**src/design/ftm_regs.svh**
```systemverilog
// Purpose: register map, field positions and timing counts, fan tach monitor
// Assumes: 100 MHz core clock, registers at their printed addresses
// Notes:   one channel only; shared source register lives outside
//
// Behaviour
// - with enable bit 7 and irq enable set, interrupt when counter reaches or passes threshold
// - interrupt drives active-low line and loads control address as source
// - irq enable clear means the channel never raises an interrupt condition
// - divisor bits 1:0 select divide by 1, 2, 4 or 8
// - count per revolution equals 1,200,000 over RPM times divisor
// - 8-bit read/write threshold, reset zero, compared with counter continuously
// - tach pulses gate 20 kHz reference into counter, two pulses a turn
// - enable bit 7 makes the pin a tach input except under bypass
// - count updates each revolution, freezes on interrupt, clears on clear
// - count 00h means no full turn yet, FFh means stalled or absent
`ifndef FTM_REGS_SVH
`define FTM_REGS_SVH

// -------------------------------------------------------------
// register addresses
// -------------------------------------------------------------
`define FTM_ADDR_CTRL      8'h4C
`define FTM_ADDR_THRESH    8'h4D
`define FTM_ADDR_COUNT     8'h4E

// -------------------------------------------------------------
// control fields and reset values
// -------------------------------------------------------------
`define FTM_CTRL_EN_BIT    7
`define FTM_CTRL_IRQ_BIT   6
`define FTM_CTRL_DIV_HI    1
`define FTM_CTRL_DIV_LO    0
`define FTM_CTRL_WMASK     8'hC3
`define FTM_CTRL_RESET     8'h00
`define FTM_THRESH_RESET   8'h00
`define FTM_COUNT_RESET    8'h00
`define FTM_COUNT_MAX      8'hFF

// -------------------------------------------------------------
// timing
// -------------------------------------------------------------
`define FTM_CLK_HZ         100000000
`define FTM_REF_HZ         20000
`define FTM_REF_CYCLES     (`FTM_CLK_HZ / `FTM_REF_HZ)

`endif

```
**src/design/ftm_pkg.sv**
```systemverilog
// Purpose: shared types of the fan tach monitor
// Assumes: nothing beyond the register header
// Notes:   divisor decode is used by the counter only, no check calls it
package ftm_pkg;

    typedef enum logic [1:0] {
        FTM_DIV_1,
        FTM_DIV_2,
        FTM_DIV_4,
        FTM_DIV_8
    } ftm_div_t;

    typedef enum logic {
        FTM_IRQ_IDLE,
        FTM_IRQ_PEND
    } ftm_irq_state_t;

    function automatic logic [3:0] ftm_div_ticks(input logic [1:0] sel);
        case (sel)
            FTM_DIV_1: ftm_div_ticks = 4'h1;
            FTM_DIV_2: ftm_div_ticks = 4'h2;
            FTM_DIV_4: ftm_div_ticks = 4'h4;
            default:   ftm_div_ticks = 4'h8;
        endcase
    endfunction

endpackage

```
**src/design/ftm_tach_if.sv**
```systemverilog
// Purpose: link between channel registers and the tach counter
// Assumes: single clock domain
// Notes:   rev_done is a one-cycle pulse with run_count holding the turn
`timescale 1ns/1ns
`default_nettype none
interface ftm_tach_if;
    logic       enable;
    logic       restart;
    logic [1:0] div_sel;
    logic       tach;
    logic       rev_done;
    logic [7:0] run_count;

    modport ctrl (output enable, output restart, output div_sel,
                  output tach, input rev_done, input run_count);
    modport cnt  (input enable, input restart, input div_sel,
                  input tach, output rev_done, output run_count);
endinterface
`default_nettype wire

```
**src/design/ftm_channel.sv**
```systemverilog
// Purpose: one fan speed monitor channel with its three registers
// Assumes: register strobes come from the serial slave, one cycle each
// Notes:   compare uses reach-or-pass, the stricter reading is not taken
`timescale 1ns/1ns
`default_nettype none
`include "ftm_regs.svh"
module ftm_channel #(
    parameter int P_REF_CYCLES = `FTM_REF_CYCLES
) (
    input  wire logic       i_clock,
    input  wire logic       i_reset,
    input  wire logic [7:0] i_reg_addr,
    input  wire logic       i_reg_write,
    input  wire logic [7:0] i_reg_wdata,
    input  wire logic       i_irq_clear,
    input  wire logic       i_tach_input_pin,
    input  wire logic       i_bypass_select,
    output logic [7:0]      o_reg_rdata,
    output logic            o_irq_n,
    output logic [7:0]      o_interrupt_source_reg,
    output logic            o_tach_input_mode
);
    ftm_tach_if tif ();

    logic [7:0] ctrl_r, ctrl_nxt;
    logic [7:0] thresh_r, thresh_nxt;
    logic [7:0] count_r, count_nxt;
    logic [7:0] rdata_r, rdata_nxt;
    logic [7:0] src_r, src_nxt;
    logic       irq_n_r, irq_n_nxt;
    logic       mode_r, mode_nxt;
    ftm_pkg::ftm_irq_state_t st_r, st_nxt;
    logic       mon_en, irq_en, cond, raise, clr_ok;

    // -------------------------------------------------------------
    // counter
    // -------------------------------------------------------------
    ftm_tach_counter #(
        .P_REF_CYCLES (P_REF_CYCLES)
    ) u_cnt (
        .i_clock (i_clock),
        .i_reset (i_reset),
        .tif     (tif)
    );

    assign mon_en      = ctrl_r[`FTM_CTRL_EN_BIT];
    assign irq_en      = ctrl_r[`FTM_CTRL_IRQ_BIT];
    assign tif.enable  = mon_en;
    assign tif.div_sel = ctrl_r[`FTM_CTRL_DIV_HI:`FTM_CTRL_DIV_LO];
    assign tif.tach    = i_tach_input_pin;
    assign tif.restart = clr_ok;

    // -------------------------------------------------------------
    // registers and interrupt
    // -------------------------------------------------------------
    always_comb begin
        ctrl_nxt   = ctrl_r;
        thresh_nxt = thresh_r;
        if (i_reg_write && i_reg_addr == `FTM_ADDR_CTRL) begin
            // bits 5:2 are reserved and stay zero
            ctrl_nxt = i_reg_wdata & `FTM_CTRL_WMASK;
        end
        if (i_reg_write && i_reg_addr == `FTM_ADDR_THRESH) begin
            thresh_nxt = i_reg_wdata;
        end
        // live compare so a stall is caught before a turn completes
        cond   = mon_en && irq_en
                 && (tif.run_count >= thresh_r);
        raise  = cond && st_r == ftm_pkg::FTM_IRQ_IDLE;
        clr_ok = i_irq_clear && st_r == ftm_pkg::FTM_IRQ_PEND && !cond;
        st_nxt = st_r;
        src_nxt = src_r;
        // a new condition beats a clear in the same cycle
        if (cond) begin
            st_nxt = ftm_pkg::FTM_IRQ_PEND;
        end else if (clr_ok || !irq_en || !mon_en) begin
            st_nxt = ftm_pkg::FTM_IRQ_IDLE;
        end
        if (raise) begin
            src_nxt = `FTM_ADDR_CTRL;
        end else if (st_nxt == ftm_pkg::FTM_IRQ_IDLE) begin
            src_nxt = 8'h00;
        end
        irq_n_nxt = (st_nxt != ftm_pkg::FTM_IRQ_PEND);
        count_nxt = count_r;
        if (!mon_en || clr_ok) begin
            count_nxt = `FTM_COUNT_RESET;
        end else if (st_r == ftm_pkg::FTM_IRQ_PEND) begin
            count_nxt = count_r;
        end else if (tif.rev_done) begin
            count_nxt = tif.run_count;
        end else if (tif.run_count == `FTM_COUNT_MAX) begin
            count_nxt = `FTM_COUNT_MAX;
        end
        mode_nxt = mon_en && !i_bypass_select;
        case (i_reg_addr)
            `FTM_ADDR_CTRL:   rdata_nxt = ctrl_r;
            `FTM_ADDR_THRESH: rdata_nxt = thresh_r;
            `FTM_ADDR_COUNT:  rdata_nxt = count_r;
            default:          rdata_nxt = 8'h00;
        endcase
    end

    always_ff @(posedge i_clock or posedge i_reset) begin
        if (i_reset) begin
            ctrl_r   <= `FTM_CTRL_RESET;
            thresh_r <= `FTM_THRESH_RESET;
            count_r  <= `FTM_COUNT_RESET;
            rdata_r  <= 8'h00;
            src_r    <= 8'h00;
            irq_n_r  <= 1'b1;
            mode_r   <= 1'b0;
            st_r     <= ftm_pkg::FTM_IRQ_IDLE;
        end else begin
            ctrl_r   <= ctrl_nxt;
            thresh_r <= thresh_nxt;
            count_r  <= count_nxt;
            rdata_r  <= rdata_nxt;
            src_r    <= src_nxt;
            irq_n_r  <= irq_n_nxt;
            mode_r   <= mode_nxt;
            st_r     <= st_nxt;
        end
    end

    assign o_reg_rdata            = rdata_r;
    assign o_irq_n                = irq_n_r;
    assign o_interrupt_source_reg = src_r;
    assign o_tach_input_mode      = mode_r;
endmodule
`default_nettype wire

```
**src/design/ftm_tach_counter.sv**
```systemverilog
// Purpose: reference tick, divisor prescale and per-turn tach counter
// Assumes: tach input already clean and synchronous
// Notes:   first rising edge starts timing, every second edge ends a turn
`timescale 1ns/1ns
`default_nettype none
`include "ftm_regs.svh"
module ftm_tach_counter #(
    parameter int P_REF_CYCLES = `FTM_REF_CYCLES
) (
    input  wire logic   i_clock,
    input  wire logic   i_reset,
    ftm_tach_if.cnt     tif
);
    logic [12:0] ref_cnt_r, ref_cnt_nxt;
    logic [3:0]  pre_cnt_r, pre_cnt_nxt;
    logic [7:0]  run_r, run_nxt;
    logic        prev_r, prev_nxt;
    logic        started_r, started_nxt;
    logic        half_r, half_nxt;
    logic        ref_tick, cnt_inc, rise;

    // -------------------------------------------------------------
    // next state
    // -------------------------------------------------------------
    always_comb begin
        ref_cnt_nxt = ref_cnt_r + 13'h1;
        pre_cnt_nxt = pre_cnt_r;
        run_nxt     = run_r;
        started_nxt = started_r;
        half_nxt    = half_r;
        prev_nxt    = tif.tach;
        rise        = tif.tach & ~prev_r;
        ref_tick    = (ref_cnt_r == 13'(P_REF_CYCLES - 1));
        cnt_inc     = 1'b0;
        tif.rev_done = 1'b0;
        if (ref_tick) begin
            ref_cnt_nxt = 13'h0;
            if (pre_cnt_r == 4'(ftm_pkg::ftm_div_ticks(tif.div_sel)
                                - 4'h1)) begin
                pre_cnt_nxt = 4'h0;
                cnt_inc     = started_r;
            end else begin
                pre_cnt_nxt = pre_cnt_r + 4'h1;
            end
        end
        // saturate so a stalled fan keeps reporting the maximum
        if (cnt_inc && run_r != `FTM_COUNT_MAX) begin
            run_nxt = run_r + 8'h1;
        end
        if (rise) begin
            if (!started_r) begin
                started_nxt = 1'b1;
                half_nxt    = 1'b0;
                run_nxt     = 8'h00;
            end else if (!half_r) begin
                half_nxt = 1'b1;
            end else begin
                tif.rev_done = 1'b1;
                half_nxt     = 1'b0;
                run_nxt      = 8'h00;
            end
        end
        if (!tif.enable || tif.restart) begin
            ref_cnt_nxt = 13'h0;
            pre_cnt_nxt = 4'h0;
            run_nxt     = 8'h00;
            started_nxt = 1'b0;
            half_nxt    = 1'b0;
        end
    end

    assign tif.run_count = run_r;

    always_ff @(posedge i_clock or posedge i_reset) begin
        if (i_reset) begin
            ref_cnt_r <= 13'h0;
            pre_cnt_r <= 4'h0;
            run_r     <= 8'h00;
            prev_r    <= 1'b0;
            started_r <= 1'b0;
            half_r    <= 1'b0;
        end else begin
            ref_cnt_r <= ref_cnt_nxt;
            pre_cnt_r <= pre_cnt_nxt;
            run_r     <= run_nxt;
            prev_r    <= prev_nxt;
            started_r <= started_nxt;
            half_r    <= half_nxt;
        end
    end
endmodule
`default_nettype wire

```
**config.mk**
```make
export PLATFORM = sky130hd
export DESIGN_NAME = ftm_channel
export DESIGN_NICKNAME = d
export VERILOG_FILES = /design/src/design/ftm_pkg.sv /design/src/design/ftm_tach_if.sv /design/src/design/ftm_channel.sv /design/src/design/ftm_tach_counter.sv
export VERILOG_INCLUDE_DIRS = /design/src /design/src/design
export SDC_FILE = /design/constraint.sdc
export NUM_CORES = 1
export LEC_CHECK = 0
export BUFFER_PORTS_ARGS = -buffer_cell sky130_fd_sc_hd__buf_4
export CAP_MARGIN = 15
export CORE_MARGIN = 1
export CORE_UTILIZATION = 54
export CTS_BUF_LIST = sky130_fd_sc_hd__clkbuf_8
export DETAILED_ROUTE_END_ITERATION = 16
export GPL_ROUTABILITY_DRIVEN = 0
export PLACE_DENSITY = 0.83
export SLEW_MARGIN = 20
export SYNTH_ARGS = -nofsm -noshare
export SYNTH_HDL_FRONTEND = slang
export SYNTH_SLANG_ARGS = --single-unit
```
**constraint.sdc**
```tcl
create_clock -name i_clock -period 2.2 [get_ports i_clock]
set_clock_uncertainty 0.15 [all_clocks]
set_input_delay 0.11 -clock i_clock [delete_from_list [all_inputs] [get_ports i_clock]]
set_output_delay 0.11 -clock i_clock [all_outputs]
set_load 0.02 [all_outputs]
```
== After elaboration in Yosys (flattened, before gate mapping) ==
Index checks and enable logic that the tools add are counted.
Cells by class
  $add $sub $neg: 4
  order comparisons: 1
  eq/ne operators: 11
  muxes and demuxes: 32
  bitwise logic cells: 4
  reductions and logical operators: 21
Operators by type and width (count)
  $mux 8: 11
  $mux 13: 2
  $eq 8x7->1 const B: 3
  $pmux 8 s3: 1
  $mux 4: 4
  $add 13x1->13 const B: 1
  $eq 13x13->1 const B: 1
  $mux 1: 13
  $pmux 4 s3: 1
  $logic_and 1x1->1: 9
  $add 8x1->8 const B: 1
  $eq 8x8->1 const B: 1
  $ge 8x8->1: 1
  $ne 8x8->1 const B: 1
  $add 4x1->4 const B: 1
  $eq 4x4->1: 1
  $logic_not 1->1: 4
  $ne 2x1->1 const B: 2
  $reduce_bool 2->1: 2
  $sub 4x1->4 const B: 1
  $logic_or 1x1->1: 3
  $not 1->1: 3
  $reduce_bool 3->1: 1
  $eq 2x1->1 const B: 1
  other kinds (4): 4
Word-level totals
  bits in registers: 67
  bits of input ports: 22
  output and inout bits: 18
  word-level logic and storage cells: 87

== Longest topological paths before layout ==
  word-level depth: 13
  gate-level depth with buffers: 9

== Hierarchy ==
Synthesis repeated with hierarchy kept, for this count alone.
Unflattened totals
  cells, all modules: 311
  area, all modules: 3180.6 um2
Modules (own cells, without submodules)
  ftm_channel: times used 1, cells an instance 156, area an instance 1726.7 um2, sequential area each 802.0 um2
  ftm_tach_counter: times used 1, cells an instance 155, area an instance 1453.9 um2, sequential area each 700.7 um2

== Worst setup path before layout ==
Ideal clock, no wire load.
  path kind: reg-to-reg
  start point: reg u_cnt.run_r[5], in the netlist u_cnt.tif.run_count[5]
  end point: reg u_cnt.half_r
  setup time: 0.144 ns
  arrival time: 1.856 ns
  data required time: 1.906 ns
  path slack: 0.050 ns
  cell stages (with the launch flop): 9
  path through: dfrtp_1 ha_1 a211oi_1 o21bai_1 a21oi_1 o21a_1 clkbuf_1 clkbuf_1 nor3_1
On the way
  cells in the longest elaborated chain, start to end: 6
  elaborated cells on any way between the ends: 7
  classes of those cells: 1 x order compare; 1 x mux; 5 x reduce/logical
Ends and longest elaborated chain
  start, declared: RTL line ftm_tach_counter.sv:16  | logic [7:0] run_r, run_nxt;
  start signal, assigned: RTL line ftm_tach_counter.sv:85  | run_r <= run_nxt;
  $ge 8x8->1 *: RTL line ftm_channel.sv:68  | && (tif.run_count >= thresh_r);
  $logic_and 1x1->1 *: RTL line ftm_channel.sv:68
  $logic_not 1->1 *: RTL line ftm_channel.sv:70  | clr_ok = i_irq_clear && st_r == ftm_pkg::FTM_IRQ_PEND && !cond;
  $logic_and 1x1->1 *: RTL line ftm_channel.sv:70
  $logic_or 1x1->1 *: RTL line ftm_tach_counter.sv:63  | if (!tif.enable || tif.restart) begin
  $mux 1 / $reduce_bool 2->1 (equally long branches)
  end signal, assigned: RTL line ftm_tach_counter.sv:88  | half_r <= half_nxt;
  end, declared: RTL line ftm_tach_counter.sv:19  | logic half_r, half_nxt;
Mark *: on every way between the ends. The rest lies on a longest branch, timed or not.
A chain may end at the register's enable or synchronous reset.

== Worst setup path after layout ==
  start point: reg u_cnt.ref_cnt_r[0]
  end point: reg u_cnt.run_r[6], in the netlist u_cnt.tif.run_count[6]
On the way
  cells in the longest elaborated chain, start to end: 8
Ends and longest elaborated chain
  start, declared: RTL line ftm_tach_counter.sv:14  | logic [12:0] ref_cnt_r, ref_cnt_nxt;
  start signal, assigned: RTL line ftm_tach_counter.sv:83  | ref_cnt_r <= ref_cnt_nxt;
  $eq 13x13->1 *: RTL line ftm_tach_counter.sv:33  | ref_tick = (ref_cnt_r == 13'(P_REF_CYCLES - 1));
  $mux 1 *: RTL line ftm_tach_counter.sv:36  | if (ref_tick) begin
  $logic_and 1x1->1 (no source line) *
  $mux 8 *: RTL line ftm_tach_counter.sv:47  | if (cnt_inc && run_r != `FTM_COUNT_MAX) begin
  $mux 8: RTL line ftm_tach_counter.sv:55  | end else if (!half_r) begin
  $mux 8: RTL line ftm_tach_counter.sv:51  | if (!started_r) begin
  $mux 8 *: RTL line ftm_tach_counter.sv:50  | if (rise) begin
  $mux 8 *: RTL line ftm_tach_counter.sv:63
  net u_cnt.run_nxt[6]: RTL line ftm_tach_counter.sv:16
The timed path passes the listed nets; every way through them passes the cells marked *.

==> flow_metrics.env <==
export IMPL_power_density_nw_per_um2=645
export IMPL_yosysSeqAreaShare=0.499
export IMPL_htree_levels=3
export IMPL_core_area_um2=5240
export IMPL_arrival_ns=2.27
export IMPL_preCtsSetupSlack_ns=-0.0325
export IMPL_critPathCaptureType="flip-flop"
export IMPL_port_buffers=34
export IMPL_routed_wl_um=7050
export IMPL_netlist_area_um2=3010
export IMPL_max_stage_delay_ns=0.51
export IMPL_tns_ns=0
export IMPL_final_setup_viol_count=0
export IMPL_slew_headroom=0.463
export IMPL_slew_viol_final=0
export IMPL_cts_tree="yes"
export IMPL_fin_crit_sh=0.985
export IMPL_dp_hpwl_um=4710
export IMPL_detail_route_wl_per_cell_um=16.2
export IMPL_grt_pass1_vias=2543
export IMPL_track_usage=0.262
export IMPL_min_period_ns=2.17
export IMPL_nets=392
export IMPL_via_count=2483
export IMPL_crit_required_ns=2.30
export IMPL_final_cells=434
export IMPL_clk_latency_ns=0.34
export IMPL_wl_met3_um=239
export IMPL_antenna_found_initial=0
export IMPL_grt_pass1_wl_um=11900
export IMPL_netlist_instances=299
export IMPL_cap_violations=0
export IMPL_cts_buffers=9
export IMPL_drtIter0Drc=170
export IMPL_worstPathMaxFanout=8
export IMPL_ioPinCount=40
export IMPL_status="finished, final reports clean"
export IMPL_largest_register="u_cnt.ref_cnt_r"
export IMPL_synth_warnings=0
export IMPL_die_area_um2=5880
export IMPL_fp_dieW_um=76.7
export IMPL_die_y_um=76.7
export IMPL_wirelength_met1_um=3070
export IMPL_startpoint_type="flip-flop"
export IMPL_finalPower_mw=2.46
export IMPL_cts_root_buf="clkbuf_8"
export IMPL_first_pass_iters=5
export IMPL_ant_nets=0
export IMPL_start_util=0.575
export IMPL_final_cell_mix="dfrtp_1 (58), buf_4 (47), nor2_1 (37)"
export IMPL_synth_edff_count=0
export IMPL_top_layer_used="met4"
export IMPL_ys_ff_latch=60
export IMPL_path_class="reg -> reg"
export IMPL_grt_ovfl_total=0
export IMPL_ir_drop_v=0.000525
export IMPL_placed_cells=402
export IMPL_worst_pin_slew_ns=0.804
export IMPL_largest_reg_flops=13
export IMPL_setup_ws_ns=0.0331
export IMPL_synth_distinct_cells=44
export IMPL_clock_fmax_mhz=461
export IMPL_met2_length_um=3650
export IMPL_area_growth_pct=26.6
export IMPL_synth_top_area_share=0.490
export IMPL_via_per_inst=5.72
export IMPL_syn_avg_cell_area_um2=10.1
export IMPL_hold_class="in -> reg"
export IMPL_drc_errors=0
export IMPL_grt_max_degree=36
export IMPL_clkSlewWorstSetupHoldPaths_ns=0.07
export IMPL_layout_commonest_cell="dfrtp_1"
export IMPL_synthTopCellsByArea="dfrtp_1 (49%), nor2_1 (4.6%), ha_1 (4.6%)"
export IMPL_report_final_hold_viol_count=0
export IMPL_leakagePower_nw=1.71
export IMPL_cts_buffer_depth=2
export IMPL_drive_gt1_frac=0.253
export IMPL_synthArstFlopShare=1.00
export IMPL_cp_slowest_cell="or4_4"
export IMPL_crit_chain="ha_4 -> and4bb_1 -> and3_4 -> nand3_4 -> or4_4 -> a211oi_2"
export IMPL_synth_flop_cell="dfrtp_1"
export IMPL_yosysTopAreaCell="dfrtp_1"
export IMPL_rows=26
export IMPL_n_antenna_cell=0
export IMPL_cts_sinks=60
## final cells by class
type                            instances  area [µm²]
Clock inverter                          4        70.1
Timing Repair Buffer                   61         504
Fill cell                             353        1420
Clock buffer                           12         165
Inverter                               17        63.8
Sequential cell                        60        1500
Multi-Input combinational cell        210        1420
Tap cell                               70        87.6
## layer usage
metal	up-vias	track usage
met4	0	0.0904
li1	1171	-
met2	64	0.445
met1	1241	0.327
met5	-	0
met3	7	0.0607
## critical path, delay by kind of cell (launching register included)
family	cells	cell delay, ns
adders and majority gates	1	0.17
and+or+nand+nor	4	1.08
AOI/OAI and AO/OA	1	0.25
DFF	1	0.42
## cells in the mapped netlist, types with 2 or more instances
cell and n:
dfrtp_1 59, ha_1 11, a21oi_1 12, inv_1 17, a22oi_1 4, nor2b_1 4, a211oi_1 9, and4bb_1 2
nor2_1 37, and3_1 4, nand3_1 13, clkbuf_1 8, or4_1 5, mux2_2 12, buf_4 7, o21ai_0 6
mux2i_1 4, or3_1 3, nand2_1 11, o31ai_1 6, xnor2_1 4, nor3_1 25, o21a_1 2, nand4_1 7
xor2_1 8
## kinds of logic (layout without fill, tap and decap cells)
kind of cell	Yosys count	in the layout	synth area share
AND/OR/NAND/NOR	122	122	0.216
adder cells (fa/ha/maj)	11	11	0.0457
other	1	5	0.00124
buffers and inverters	33	94	0.0502
multiplexers	16	16	0.0581
AO/OA/AOI/OAI	44	44	0.0947
XOR/XNOR	12	12	0.0349
flip-flops	60	60	0.499
## worst paths after layout
kind / start / endpoint / slack, ns / depth (start not counted)
worst min-delay path: i_reg_addr[2] / o_reg_rdata[7] / 0.06 / 4
worst max register to register: u_cnt.ref_cnt_r[0] / u_cnt.tif.run_count[6] / 0.03 / 6
worst max-delay path: u_cnt.ref_cnt_r[0] / u_cnt.tif.run_count[6] / 0.03 / 6
max in group asynchronous: i_reset / o_irq_n / 1.27 / 4
min in group asynchronous: i_reset / u_cnt.ref_cnt_r[6] / 0.24 / 4
worst min register to register: count_r[0] / o_reg_rdata[0] / 0.38 / 2
## per-stage QoR
step,cell area (µm²),util,hold WS [ns]
floorplan,3030,-,-0.00857
global placement,3380,0.645,0.0543
detailed placement,3380,0.645,0.0547
CTS,3760,0.717,0.0315
global route,3810,0.728,0.0602
finish,3810,0.728,0.0572
## what timing repair did
item | 4_1_cts | 5_1_grt
pin swaps | 0 | 2
hold buffers | 12 | 0
resized for setup | 2 | 9
endpoints found under the setup margin | 1 | 15
buffers inserted | 2 | 2
hold endpoints to repair | 76 | 0
gates cloned | 0 | 0
## power by group
part           switching, mW  internal [mW]
logic                 0.0962         0.0780
registers             0.0152           1.12
clock network          0.429          0.727
No activity file was read; power rests on OpenSTA's default activity.
